`src/slpd_pkg.sv`:
```
// Package: timing constants and types for the serial-link auto powerdown block
package slpd_pkg;
	localparam int CLK_MHZ = 25;
	// Invalid-level persistence time before presence drops, in us
	localparam int INVALID_US = 30;
	localparam int INVALID_CYC = INVALID_US * CLK_MHZ;
	// Delay from valid level to presence rising, in us
	localparam int VALID_US = 1;
	localparam int VALID_CYC = VALID_US * CLK_MHZ;
	// Inactivity timeout, in seconds
	localparam int IDLE_S = 30;
	localparam longint IDLE_CYC_L = longint'(IDLE_S) * 64'd1000000 * longint'(CLK_MHZ);
	localparam logic [31:0] IDLE_CYC = IDLE_CYC_L[31:0];
	// Wake-up recovery time, in us
	localparam int WAKE_US = 100;
	localparam logic [31:0] WAKE_CYC = 32'(WAKE_US * CLK_MHZ);
	localparam int NUM_TX = 3;
	localparam int NUM_RX = 5;
	localparam int TMR_W = 32;
	localparam int PRES_W = 12;
	localparam logic [PRES_W-1:0] PRES_ZERO = 12'h000;
	localparam logic [TMR_W-1:0] TMR_ZERO = 32'h00000000;
	// Power state of the transceiver
	typedef enum logic [1:0] {
		PWR_OFF,
		PWR_WAKING,
		PWR_ON
	} slpd_pwr_type;
endpackage

```
`src/slpd_sync.sv`:
```
// Two-stage synchroniser with rising/falling edge detect on the second stage
module slpd_sync #(
	parameter int W = 1
) (
	input wire logic mclk,
	input wire logic rst_n,
	input wire logic [W-1:0] din,
	output logic [W-1:0] dout,
	output logic any_edge
);
	typedef struct packed {
		logic [W-1:0] s1;
		logic [W-1:0] s2;
		logic [W-1:0] s3;
	} slpd_sync_type;
	slpd_sync_type st_q;
	slpd_sync_type st_d;

	// Stage one feeds only stage two
	always_comb begin
		st_d = st_q;
		st_d.s1 = din;
		st_d.s2 = st_q.s1;
		st_d.s3 = st_q.s2;
	end

	always_ff @(posedge mclk) begin
		if (!rst_n) begin
			st_q <= '0;
		end else begin
			st_q <= st_d;
		end
	end

	assign dout = st_q.s2;
	// Edge taken between stages two and three, never from stage one
	assign any_edge = |(st_q.s2 ^ st_q.s3);
endmodule

```
`src/slpd_core.sv`:
```
// Serial-link presence detector and enhanced automatic powerdown controller
// Overview of operation
// - Presence output falls after invalid levels last 30 us on every receiver input.
// - Presence output rises 1 us after any receiver input shows a valid level.
// - The presence detector runs in every power mode.
// - The presence output never changes power state by itself.
// - With auto powerdown on, 30 s without input transitions turns pump and drivers off.
// - In auto powerdown any input transition powers the device back up.
// - Auto powerdown is active only with force-awake low and shutdown input high.
// - Force-awake high disables auto powerdown; shutdown low always wins and forces off.
// - After any powerdown the timer stays expired until force-awake rises or falls, or a transition.
// - Recovery from powerdown takes a wake-up delay of typically 100 us.
// - Floating receiver inputs read as invalid and pull the presence output low.
// - Presence wired to shutdown keeps the device down until presence and a transition.
// - In powerdown the drivers are high-impedance and the pump off; receivers stay on.
// - With force-awake low, manual powerdown ends on both force inputs high or a transition.
// - After force-awake falls the device stays up for 30 s even with no transitions.
module slpd_core (
	input wire logic mclk,
	input wire logic rst_n,
	// Logic-level transmitter inputs from the host
	input wire logic [slpd_pkg::NUM_TX-1:0] tx_in,
	// Receiver data, already sliced to logic levels
	input wire logic [slpd_pkg::NUM_RX-1:0] rx_data,
	// Per-receiver valid-level flags from the analog window comparators
	input wire logic [slpd_pkg::NUM_RX-1:0] rx_level_ok,
	input wire logic force_awake,
	input wire logic manual_shutdown_n,
	// Receiver outputs to the host, never tristated
	output logic [slpd_pkg::NUM_RX-1:0] rx_out,
	output logic line_present,
	output logic pump_en,
	output logic tx_drive_en,
	output logic tx_oe_n,
	output logic powered
);
	typedef struct packed {
		logic [slpd_pkg::PRES_W-1:0] pres_cnt;
		logic pres;
		logic [slpd_pkg::TMR_W-1:0] idle_cnt;
		logic expired;
		logic [slpd_pkg::TMR_W-1:0] wake_cnt;
		slpd_pkg::slpd_pwr_type pwr;
		logic fa_q;
		logic pump;
		logic drv;
		logic [slpd_pkg::NUM_RX-1:0] rxo;
	} slpd_core_type;

	slpd_core_type st_q;
	slpd_core_type st_d;

	logic [slpd_pkg::NUM_TX+slpd_pkg::NUM_RX-1:0] act_s;
	logic act_edge;
	logic [slpd_pkg::NUM_RX-1:0] lvl_s;
	logic [1:0] frc_s;
	logic [slpd_pkg::NUM_RX-1:0] rx_s;

	// Line activity: edge on any tx or rx input
	slpd_sync #(.W(slpd_pkg::NUM_TX + slpd_pkg::NUM_RX)) u_act_sync (
		.mclk(mclk),
		.rst_n(rst_n),
		.din({tx_in, rx_data}),
		.dout(act_s),
		.any_edge(act_edge)
	);

	// Valid-level flags; a floating input is pulled down so it reads invalid
	slpd_sync #(.W(slpd_pkg::NUM_RX)) u_lvl_sync (
		.mclk(mclk),
		.rst_n(rst_n),
		.din(rx_level_ok),
		.dout(lvl_s),
		.any_edge()
	);

	// Force pins come from outside, so they are synchronised too
	slpd_sync #(.W(2)) u_frc_sync (
		.mclk(mclk),
		.rst_n(rst_n),
		.din({force_awake, manual_shutdown_n}),
		.dout(frc_s),
		.any_edge()
	);

	assign rx_s = act_s[slpd_pkg::NUM_RX-1:0];

	logic fa;
	logic sd_n;
	logic any_valid;
	logic auto_on;
	logic fa_rise;
	logic fa_fall;

	assign fa = frc_s[1];
	assign sd_n = frc_s[0];
	assign any_valid = |lvl_s;
	assign fa_rise = fa & ~st_q.fa_q;
	assign fa_fall = ~fa & st_q.fa_q;
	assign auto_on = ~fa & sd_n;

	// Presence detector: independent of power state
	always_comb begin
		st_d = st_q;
		st_d.fa_q = fa;
		st_d.rxo = rx_s;
		// Count towards the opposite state; reset count when the level agrees
		if (any_valid == st_q.pres) begin
			st_d.pres_cnt = slpd_pkg::PRES_ZERO;
		end else begin
			st_d.pres_cnt = st_q.pres_cnt + 12'h001;
			if (any_valid && st_q.pres_cnt >= 12'(slpd_pkg::VALID_CYC - 1)) begin
				st_d.pres = 1'b1;
				st_d.pres_cnt = slpd_pkg::PRES_ZERO;
			end
			if (!any_valid && st_q.pres_cnt >= 12'(slpd_pkg::INVALID_CYC - 1)) begin
				st_d.pres = 1'b0;
				st_d.pres_cnt = slpd_pkg::PRES_ZERO;
			end
		end

		// Inactivity timer; presence never feeds it directly
		if (act_edge || fa_rise || fa_fall) begin
			st_d.idle_cnt = slpd_pkg::TMR_ZERO;
			st_d.expired = 1'b0;
		end else if (!sd_n) begin
			st_d.expired = 1'b1;
		end else if (!st_q.expired) begin
			if (st_q.idle_cnt >= slpd_pkg::IDLE_CYC - 32'h00000001) begin
				st_d.expired = 1'b1;
			end else begin
				st_d.idle_cnt = st_q.idle_cnt + 32'h00000001;
			end
		end

		// Power state machine; shutdown low dominates everything
		case (st_q.pwr)
			slpd_pkg::PWR_OFF: begin
				st_d.wake_cnt = slpd_pkg::TMR_ZERO;
				if (sd_n && (fa || !st_d.expired)) begin
					st_d.pwr = slpd_pkg::PWR_WAKING;
				end
			end
			slpd_pkg::PWR_WAKING: begin
				st_d.wake_cnt = st_q.wake_cnt + 32'h00000001;
				if (!sd_n || (auto_on && st_d.expired)) begin
					st_d.pwr = slpd_pkg::PWR_OFF;
				end else if (st_q.wake_cnt >= slpd_pkg::WAKE_CYC - 32'h00000001) begin
					st_d.pwr = slpd_pkg::PWR_ON;
				end
			end
			slpd_pkg::PWR_ON: begin
				if (!sd_n) begin
					st_d.pwr = slpd_pkg::PWR_OFF;
				end else if (auto_on && st_d.expired) begin
					st_d.pwr = slpd_pkg::PWR_OFF;
				end
			end
			default: begin
				st_d.pwr = slpd_pkg::PWR_OFF;
			end
		endcase

		// Pump starts on wake; drivers wait for full recovery
		st_d.pump = (st_d.pwr != slpd_pkg::PWR_OFF);
		st_d.drv = (st_d.pwr == slpd_pkg::PWR_ON);
	end

	// Single state register
	always_ff @(posedge mclk) begin
		if (!rst_n) begin
			st_q <= '0;
		end else begin
			st_q <= st_d;
		end
	end

	assign rx_out = st_q.rxo;
	assign line_present = st_q.pres;
	assign pump_en = st_q.pump;
	assign tx_drive_en = st_q.drv;
	assign tx_oe_n = ~st_q.drv; // Low while driving
	assign powered = st_q.drv;
endmodule

```
`config.mk`:
```
export PLATFORM = sky130hd
export DESIGN_NAME = slpd_core
export DESIGN_NICKNAME = d
export VERILOG_FILES = /design/src/slpd_pkg.sv /design/src/slpd_sync.sv /design/src/slpd_core.sv
export SDC_FILE = /design/constraint.sdc
export NUM_CORES = 1
export LEC_CHECK = 0
export BUFFER_PORTS_ARGS = -buffer_cell sky130_fd_sc_hd__buf_4
export CORE_AREA = 5 5 107 99
export CTS_BUF_LIST = sky130_fd_sc_hd__clkbuf_4 sky130_fd_sc_hd__clkbuf_8
export DETAILED_ROUTE_END_ITERATION = 10
export DIE_AREA = 0 0 112 104
export GPL_ROUTABILITY_DRIVEN = 1
export GPL_TIMING_DRIVEN = 0
export PLACE_DENSITY_LB_ADDON = 0.08
export SLEW_MARGIN = 5
export SYNTH_ARGS = -nofsm -noshare
export SYNTH_HDL_FRONTEND = slang
export SYNTH_SLANG_ARGS = --single-unit
```
`constraint.sdc`:
```
create_clock -name mclk -period 2.5 [get_ports mclk]
set_clock_uncertainty 0.1 [all_clocks]
set_input_delay 0.25 -clock mclk [delete_from_list [all_inputs] [get_ports mclk]]
set_output_delay 0.25 -clock mclk [all_outputs]
set_load 0.005 [all_outputs]
```
Yosys cells after proc, flatten, opt, wreduce, memory -nomap -nowiden
Cells that the tools add are included.

cells by class
  $add $sub $neg = 3
  $lt $le $gt $ge = 4
  equality and inequality tests = 4
  muxes and demuxes = 14
  bitwise logic cells = 11
  reductions and logical operators = 21

operators by type and width
  cell                                                                                   count
  32-bit by 1-bit adder with 32-bit output, second input constant                        2
  32-bit one-hot mux with 2 select lines                                                 1
  33-bit two-way mux                                                                     1
  32-bit by 12-bit greater-or-equal comparator with 1-bit output, second input constant  1
  32-bit by 30-bit greater-or-equal comparator with 1-bit output, second input constant  1
  32-bit two-way mux                                                                     1
  12-bit by 1-bit adder with 12-bit output, second input constant                        1
  12-bit by 10-bit greater-or-equal comparator with 1-bit output, second input constant  1
  12-bit by 5-bit greater-or-equal comparator with 1-bit output, second input constant   1
  2-bit two-way mux                                                                      5
  8-bit OR reduction                                                                     1
  8-bit bitwise XOR                                                                      1
  1-bit inverter                                                                         7
  2-bit one-hot mux with 3 select lines                                                  1
  2-bit nonzero test                                                                     3
  1-bit two-way mux                                                                      5
  5-bit OR reduction                                                                     1
  2-bit equality test, second input constant                                             2
  1-bit logical AND                                                                      4
  1-bit logical OR                                                                       4
  4-bit OR reduction                                                                     1
  1-bit AND                                                                              3
  1-bit zero test                                                                        3
  3-bit AND reduction                                                                    1
  other kinds (5)                                                                        5

word-level totals
  flip-flop bits (word level) = 126
  bits of input ports = 17
  output and inout bits = 10
  word-level logic and storage cells = 74

Longest topological paths before layout
Gate-level depths: netlist of the first run.

  depth in word-level cells = 11
  gate-level depth with buffers = 9
  mapped depth without buffers = 8

By module
Synthesis of the first run repeated with hierarchy kept, for this count alone.

unflattened totals
  cell total of the unflattened synthesis = 598
  area, all modules = 5467.7 um2

by module, submodules not included
  module                   times used  cells an instance  area an instance (um2)  sequential area each (um2)
  slpd_core                1           469                3995.1                  1761.7
  slpd_sync at u_act_sync  1           69                 787.0                   480.5
  slpd_sync at u_lvl_sync  1           43                 490.5                   300.3
  slpd_sync at u_frc_sync  1           17                 195.2                   120.1

Worst setup path after synthesis of the first run
OpenSTA, ideal clock, no wires.

  path kind = register -> register
  start point = register st_q[10] (netlist name)
  end point = register st_q[30] (netlist name)
  setup time = 0.071 ns
  data arrival time = 1.853 ns
  data required time = 2.329 ns
  path slack = 0.476 ns
  cell stages (with the launch flop) = 7
  buffers on the path = 0
  period minus slack after synthesis = 2.024 ns
  cells stage by stage = dfxtp_1 ha_1 nor2b_1 nand2_1 or4_1 or3_1 a21oi_1

on the way
  word-level cells in the longest chain between the ends = 2

ends and longest elaborated chain
  item                                      RTL line          text
  start, declared                           slpd_core.sv:50   slpd_core_type st_q;
  start signal, assigned                    slpd_core.sv:174  st_q <= st_d;
  32-bit by 1-bit adder with 32-bit output  slpd_core.sv:145  st_d.wake_cnt = st_q.wake_cnt + 32'h00000001;
  32-bit one-hot mux with 2 select lines    slpd_core.sv:137  case (st_q.pwr)

Every way passes these cells.
A chain may end at the register's enable or synchronous reset.

Worst setup path after layout of the first run
  start point = register st_q[55] (netlist name)
  end point = register st_q[71] (netlist name)

on the way
  word-level cells in the longest chain between the ends = 3
  elaborated cells on any way between the ends = 4
  those cells by class = 1 x add/sub; 1 x order compare; 1 x bitwise; 1 x reduce/logical

ends and longest elaborated chain
  item                                                            RTL line          text
  32-bit by 30-bit greater-or-equal comparator with 1-bit output  slpd_core.sv:129  if (st_q.idle_cnt >= slpd_pkg::IDLE_CYC - 32'h00000001) begin
  1-bit inverter (no line)                                        -
  3-bit AND reduction (no line)                                   -

Several ways; a longest one is shown, not always the timed one.

==> results of run 1 <==
## cell usage after synthesis (all sizes together) (3+ instances only)
library cell	count	area [sq um]
dfxtp	121	2420
nor2	85	319
xor2	44	385
and2	42	263
nand2	28	105
nand3	28	145
nand4	26	178
xnor2	20	175
a21oi	17	85.1
clkbuf	16	61.3
buf	12	81.3
inv	12	45.0
o21ai	12	60.1
and3	11	68.8
or3	10	62.6
nor4	9	56.3
and4	7	62.6
ha	6	75.1
or4	6	45.0
nor3	5	25.0
o31ai	4	30.0
nand4b	3	26.3
## cells in the final DEF (no fill, tap or decap), drive strengths merged, types with 2 or more instances in the layout
| master | instances |
|---|---|
| o211ai | 2 |
| or3 | 10 |
| and3 | 11 |
| xnor2 | 20 |
| nor4b | 2 |
| and2 | 42 |
| o21ai | 12 |
| and4 | 7 |
| buf | 38 |
| inv | 15 |
| nor4 | 9 |
| clkinv | 4 |
| or4 | 6 |
| nand2b | 2 |
| mux2i | 2 |
| nand4b | 3 |
| a31oi | 2 |
| a21oi | 17 |
| dlygate4sd3 | 15 |
| clkbuf | 35 |
| dfxtp | 121 |
| nand4 | 26 |
| nand3 | 28 |
| ha | 6 |
| a211oi | 2 |
| nand2 | 28 |
| nor3 | 5 |
| conb | 2 |
| nor2 | 85 |
| o31ai | 4 |
| xor2 | 44 |
| clkinvlp | 6 |
## logic make-up after synthesis
group	after synthesis	synth area share, %
flip-flops	121	48.7
buffers and inverters	40	3.77
AO/OA/AOI/OAI	43	5.36
adder cells (fa/ha/maj)	6	1.51
XOR/XNOR	64	11.3
AND/OR/NAND/NOR	270	28.9
other	1	0.0754
multiplexers	2	0.403
## final cells by class
class                   count  share of cell area (%)
clock inverters            13                    1.63
multi-input cells         387                    40.6
well taps                 126                    2.70
inverters                  12                   0.771
clock buffers              19                    4.48
repair buffers             41                    5.91
flip-flops and latches    121                    41.5
plain buffers              28                    2.44
## repair_timing
action / in CTS / in global routing
hold buffers: 15 / 0
resized for setup: 0 / 2
endpoints found under the hold margin: 15 / 0
buffers inserted: 0 / 0
endpoints found under the setup margin: 0 / 3
## final timing paths
| kind | end | cells past startpoint |
|---|---|---|
| max | st_q[71] | 7 |
| min | st_q[76] | 4 |
| max reg2reg | st_q[71] | 7 |
| min reg2reg | u_act_sync.dout[2] | 1 |
## stage by stage
stage / power, mW / setup slack (ns) / cells / hold WS [ns]
6_report: 3.64 / 0.119 / 747 / 0.317
3_5_place_dp: 2.13 / 0.145 / 700 / 0.317
4_1_cts: 3.70 / 0.126 / 747 / 0.280
3_3_place_gp: 2.13 / 0.188 / 700 / 0.315
5_1_grt: 3.81 / 0.00178 / 747 / 0.345
2_1_floorplan: 2.09 / 0.476 / 548 / 0.277
## power by group through the flow
| stage | combinational (mW) | sequential (mW) | clock, mW |
|---|---|---|---|
| CTS | 0.135 | 1.97 | 1.59 |
| global placement | 0.113 | 2.02 | 0 |
| global route | 0.152 | 1.98 | 1.68 |
| detailed placement | 0.116 | 2.02 | 0 |
| floorplan | 0.0717 | 2.01 | 0 |
| finish | 0.133 | 1.97 | 1.53 |
## critical path, cell delays in order (launching register included)
cell	delay (ns)
sky130_fd_sc_hd__dfxtp_1	0.35
sky130_fd_sc_hd__a2111oi_1	0.45
sky130_fd_sc_hd__o21ai_1	0.15
sky130_fd_sc_hd__o211ai_2	0.21
sky130_fd_sc_hd__buf_2	0.26
sky130_fd_sc_hd__nand3_2	0.21
sky130_fd_sc_hd__or4_1	0.44
sky130_fd_sc_hd__a21oi_1	0.14
## flip-flops by register name, summed over array words and instances, names as in the netlist, 2 cells and up
name / flops
rx_out: 4
st_q: 80
u_act_sync.dout: 8
u_act_sync.st_d: 8
u_act_sync.st_q: 4
u_frc_sync.dout: 2
u_frc_sync.st_d: 2
u_lvl_sync.dout: 5
u_lvl_sync.st_d: 5
## layer usage
layer / vias to the layer above / wire [um]
met1: 1770 / 4550
met3: 19 / 412
met4: 0 / 155
met5: - / 0
met2: 69 / 4160
li1: 1980 / -
==> out/summary.md, run 1 <==
After detailed placement, the total cell area comes to 5330 sq um. The period utilization is 95.2%. The post-DP HPWL was 6260 um; the number of buffers added on ports was 26.

Clock-pin slew was measured on the worst setup and hold paths at 0.08 ns. STA puts the critical path data arrival time at 2.64 ns. The total number of yosys warnings is 0, and the number of DRC markers after the initial detailed-route iteration is 215.

STA classifies the critical path startpoint as a flip-flop. The die covers 11600 sq um. 27 I/O pins were placed. The post-synthesis area per instance is 9.09 sq um, and the fraction of the yosys area taken by sequential cells is 48.7%. In this run the standard cell core region covers 9400 sq um.

Number of diodes: 0. For this run, the post-layout net count is 631. Routability-driven placement finished with a final weighted congestion of 0.867. The overall die width was 112 um; the global-route wire length before repair was 16000 um. The number of levels in the clock H-tree was 4. The worst setup path is captured at a flip-flop.

For this run, the top clock speed supported by timing is 420 MHz. Actual transition at the worst max-transition pin: 0.923 ns. The initialized floorplan defines 34 standard-cell rows.

TritonCTS created 17 clock buffers. After detailed routing, the average wire length per cell comes to 12.4 um. The most used flip-flop cell after synthesis is sky130_fd_sc_hd__dfxtp_1. The tools report the detailed-route DRC error count as 0.

Most used routing layer in global routing: met2. Net switching is 23.9% of the power. The part of the power in registers was 54.2%; the post-detailed-route via-to-cell ratio was 5.14. In the global route stage, met3 resource usage came out at 5.29%.

Clock tree synthesis selected as its root buffer the cell sky130_fd_sc_hd__clkbuf_8. The logs give 0 for the aggregate global routing overflow and 0.43 ns for the later-pin clock latency in the skew report. The clock net in this run drives a total of 121 sinks. Setup repair after global routing left no endpoint under its margin.

For this block, the routed nets add up to 9280 um of wire. The growth of design area from synthesis to finish is 17.5%, and the area of the mapped netlist is 4970 sq um. The initial utilization of the core area, before any placement, comes to 52.9%. The worst hold path belongs to the class in -> reg.

The power per standard cell area came out at 623 nW/um^2. In this run, the clock network consumes 42.1% of the power. The layout cell share with drive strength beyond 1 works out to 12.4%. The number of enable flip-flop cells after synthesis was 0. Entering global routing, the biggest net connects 17 pins. Of the total power, combinational logic draws 3.7%.

For this run, the detailed router's first-pass iteration total came to 4. The internal portion of the total power is 2.77 mW. For this run, the share of the core covered by cells in the final layout is 62.2%. For the net switching power figure, the log shows 0.869 mW. The tool flagged a number of max-cap violations equal to 0. The tools report the total count of hold-check failures in the final report as 0. The worst register-to-register path begins at st_q[55]. The count of pins over their slew limit came out at 0.

The flow ran to the end, and the final reports show no timing, DRC or antenna violations. For the initial antenna violation count, the log shows 0. The tools report the count of nets left with antenna violations after detail routing as 0. The top fanout value on the critical path is 10, and the final-layout fill cell count is 797.

The worst setup path category was reg -> reg. After routing, the total negative slack on setup checks comes to 0 ns. Summing all non-filler instances in the final layout gives an area of 5840 sq um. The routed design could run at a clock period as short as 2.38 ns. The run gives 24.6% as the met2 track demand over resource. The run gives 2 as the maximum clock insertion buffer count. Summing all flip-flop and latch instances after layout gives 2420 sq um. The source of the worst hold timing path was rst_n. The total global routing track utilization is 16.6%, and the number of global-route vias before repair is 3549. The post-synthesis cell count is 547, and the async set-or-reset flop fraction in the synthesized netlist is 0%.

Data on the critical path is required at its endpoint by 2.76 ns. From bottom edge to top edge, the die measures 104 um. Counting flops and latches in the post-synthesis netlist gives 121. Summing all multi-input logic gate instances after layout gives 2370 sq um. The slack of the worst reg-to-reg path was 0.12 ns.

The detailed router placed 3838 vias in this run. Across the VDD grid, the largest voltage drop is 0.495 mV. Setup violations remaining at the end of the flow were counted as 0. In this run the tightest slew margin relative to its limit is 38.2%. The analysis attributes to cell leakage a power of 2.08 nW. Global routing used 22.3% of the available met1 tracks. Tracing the worst setup path back leads to its startpoint at st_q[55].

TritonCTS built the clock tree. After synthesis, the netlist uses 47 different library cells.
(Power assumes the default switching activity.)
==> run 2: changes to the inputs <==
Settings changed: PLACE_DENSITY set to 0.71, PLACE_DENSITY_LB_ADDON 0.08 to not set.
==> run 2 against run 1 <==
Compared with the run above:
- utilization grew 0.40 points
- via count grew 1.1%
- clock-buffer cell count shrank 2
- setup slack gained 0.11 ns
- sequential power is essentially flat
- die area is the same
- highest routed layer unchanged
==> out/summary.md, run 2 (synthesis results as in run 1) <==
The flow ran to the end, and the final reports show no timing, DRC or antenna violations. The final non-filler cell area came out at 5880 sq um (+0.64%). The clock transition time at the flip-flop clock pins of the worst setup and hold paths is 0.08 ns (about the same), and the number of maximum-capacitance constraint violations is 0 (unchanged). The tools report the starting density of the core as 52.9% (unchanged). The run gives 631 (unchanged) as the layout net count.

The placer congestion estimate is 0.863 (-0.47%). The detail-routed net length per standard cell is 12.2 um (-1.8%). The cell type of the slowest stage on the worst timing path was sky130_fd_sc_hd__or4_1. The layout cell share with drive strength beyond 1 was 12.6% (+0.16 points); the upper clock frequency limit was 440 MHz (+4.7%). For the data required time of the worst path, the log shows 2.76 ns (about the same). The run gives 16.6% (about the same) as the total global routing track utilization. Y dimension of the die: 104 um (unchanged). The worst hold path class is in -> reg. The tools report the detailed-route DRC error count as 0 (unchanged). The tools report the maximum clock insertion buffer count as 2 (unchanged). The kind of cell with the highest combined delay along the critical path is compound AO/OA/AOI/OAI gates.

The length of the first detailed-routing pass in iterations is 4 (unchanged). The clock buffer count from CTS was 17 (unchanged); the actual transition at the worst max-transition pin was 0.801 ns (-0.122 ns). The run gives 0 (unchanged) as the count of pins over their slew limit.

The number of I/O pins was 27 (unchanged); the clock period minus worst slack was 2.27 ns (-0.106 ns). For the count of vias placed by the detailed router, the log shows 3879 (+1.1%). The top cell types in the final layout, fill and taps aside, are 121 x sky130_fd_sc_hd__dfxtp_1, 85 x sky130_fd_sc_hd__nor2_1, 44 x sky130_fd_sc_hd__xor2_1.

The CTS root buffer was sky130_fd_sc_hd__clkbuf_8. The pin count of the biggest net entering global routing is 17 (unchanged). The global-route wire length before repair was 16300 um (+2.0%); the later-pin clock latency in the skew report was 0.43 ns (about the same). The signal on the critical path passes through a2111oi_2 > o21ai_1 > o211ai_2 > buf_2 > nand3_2 > or4_1 > a21oi_1. The logs give 34 (unchanged) for the row count and 6430 um (+2.8%) for the post-DP HPWL. From synthesis to final layout, the design area changed by 18.2%. Post-placement cell area: 5330 sq um (unchanged). The tools report the number of endpoints failing setup at the final stage as 0 (unchanged).

The top fanout value on the critical path was 10 (unchanged). Worst path buffer plus inverter count: 1 (unchanged). The run gives 2.54 ns (-0.10 ns) as the arrival time of the worst setup path. The run gives 0.317 ns (-0.000810 ns) as the hold slack. The number of clock sinks was 121 (unchanged). The tools report the detailed-route wire length as 9110 um (-1.8%).

The number of buffers added on ports works out to 26 (unchanged). The worst setup path is launched from a flip-flop. The worst setup path category was reg -> reg.

The tools report the largest voltage drop on the vdd net as 0.462 mV (-6.6%). The post-detailed-route via-to-cell ratio was 5.19 (+1.1%); the number of flip-flops in the largest register was 80 (unchanged). The setup TNS is 0 ns (unchanged), and the number of diodes is 0 (unchanged). Leaving out fill and tap cells, the most frequent cell in the layout is sky130_fd_sc_hd__dfxtp_1. The number of levels in the clock H-tree was 4 (unchanged); the stage delay of the slowest cell on the critical path was 0.44 ns (about the same). TritonCTS built the clock tree. For the number of DRC markers after the initial detailed-route iteration, the log shows 149 (-31%). STA classifies the critical path endpoint as a flip-flop.

The tools report the number of global-route vias before repair as 3745 (+5.5%). For the worst slew margin relative to its limit, the log shows 46.4% (+8.2 points). The register with the most flip-flops in the final layout is st_q. The aggregate global routing overflow was 0 (unchanged); the count of nets left with antenna violations after detail routing was 0 (unchanged). The overall die width was 112 um (unchanged); the period utilization was 91.0% (-4.3 points). The floorplan core area was 9400 sq um (unchanged); the initial antenna violation count was 0 (unchanged). Setup repair after global routing left no endpoint under its margin. The power per standard cell area was 648 nW/um^2 (+4.0%).

The tools report the static leakage as 2.11 nW (+1.4%). The die footprint came out at 11600 sq um (unchanged). The total count of hold-check failures in the final report is 0 (unchanged).
## run 2: cell count changes in the layout (fill, tap and decap cells not counted), sizes merged
| cell | delta |
|---|---|
| clkinvlp | -4 |
| clkbuf | -2 |
| bufinv | +1 |
| inv | +6 |
| clkinv | -1 |
## run 2: final cells by class
cell class	instances	area, sq um
plain buffers	28	143
clock buffers	17	234
clock inverters	15	158
fillers	804	3520
inverters	12	45.0
multi-input cells	387	2380
flip-flops and latches	121	2420
well taps	126	158
repair buffers	41	345
## run 2: metrics by stage
step / std cells / setup slack, ns / total power [mW] / utilization (%)
2_1_floorplan: 548 / 0.476 / 2.09 / -
3_3_place_gp: 700 / 0.168 / 2.13 / 56.7
4_1_cts: 747 / 0.117 / 3.85 / 62.5
5_1_grt: 747 / 0.00196 / 3.96 / 62.5
3_5_place_dp: 700 / 0.145 / 2.13 / 56.7
6_report: 747 / 0.226 / 3.81 / 62.5
## run 2: worst paths after layout
check	cells after the start	slack (ns)	start	end
max	7	0.23	st_q[55]	st_q[71]
max reg2reg	7	0.23	st_q[55]	st_q[71]
min	4	0.32	rst_n	st_q[76]
min reg2reg	1	0.33	u_frc_sync.st_d[3]	u_frc_sync.dout[1]
## run 2: what timing repair did
action	4_1_cts	5_1_grt
setup endpoints to repair	0	3
setup buffers	0	0
gates resized for setup	0	3
endpoints found under the hold margin	15	0
hold buffers	15	0
## run 2: power by group
group          internal [mW]  leakage (nW)  total (mW)  switching [mW]
logic                 0.0716         0.933       0.134          0.0624
clock network          0.827         0.194        1.70           0.877
registers               1.96         0.983        1.97          0.0141
total                   2.86          2.11        3.81           0.953
## run 2: layer usage
| metal | global-route usage (%) | share of wire (%) | up-vias |
|---|---|---|---|
| met5 | 0 | 0 | - |
| met4 | 6.87 | 1.5 | 0 |
| met3 | 4.54 | 4.1 | 12 |
| met2 | 26.2 | 45 | 63 |
| met1 | 21.6 | 49 | 1818 |
| li1 | - | - | 1986 |
## run 2: worst reg2reg max path: cells and delay by family (launching register included)
family	cells	cell delay (ns)
compound gates	4	0.85
buf+inv	1	0.26
flops	1	0.36
simple gates	2	0.63
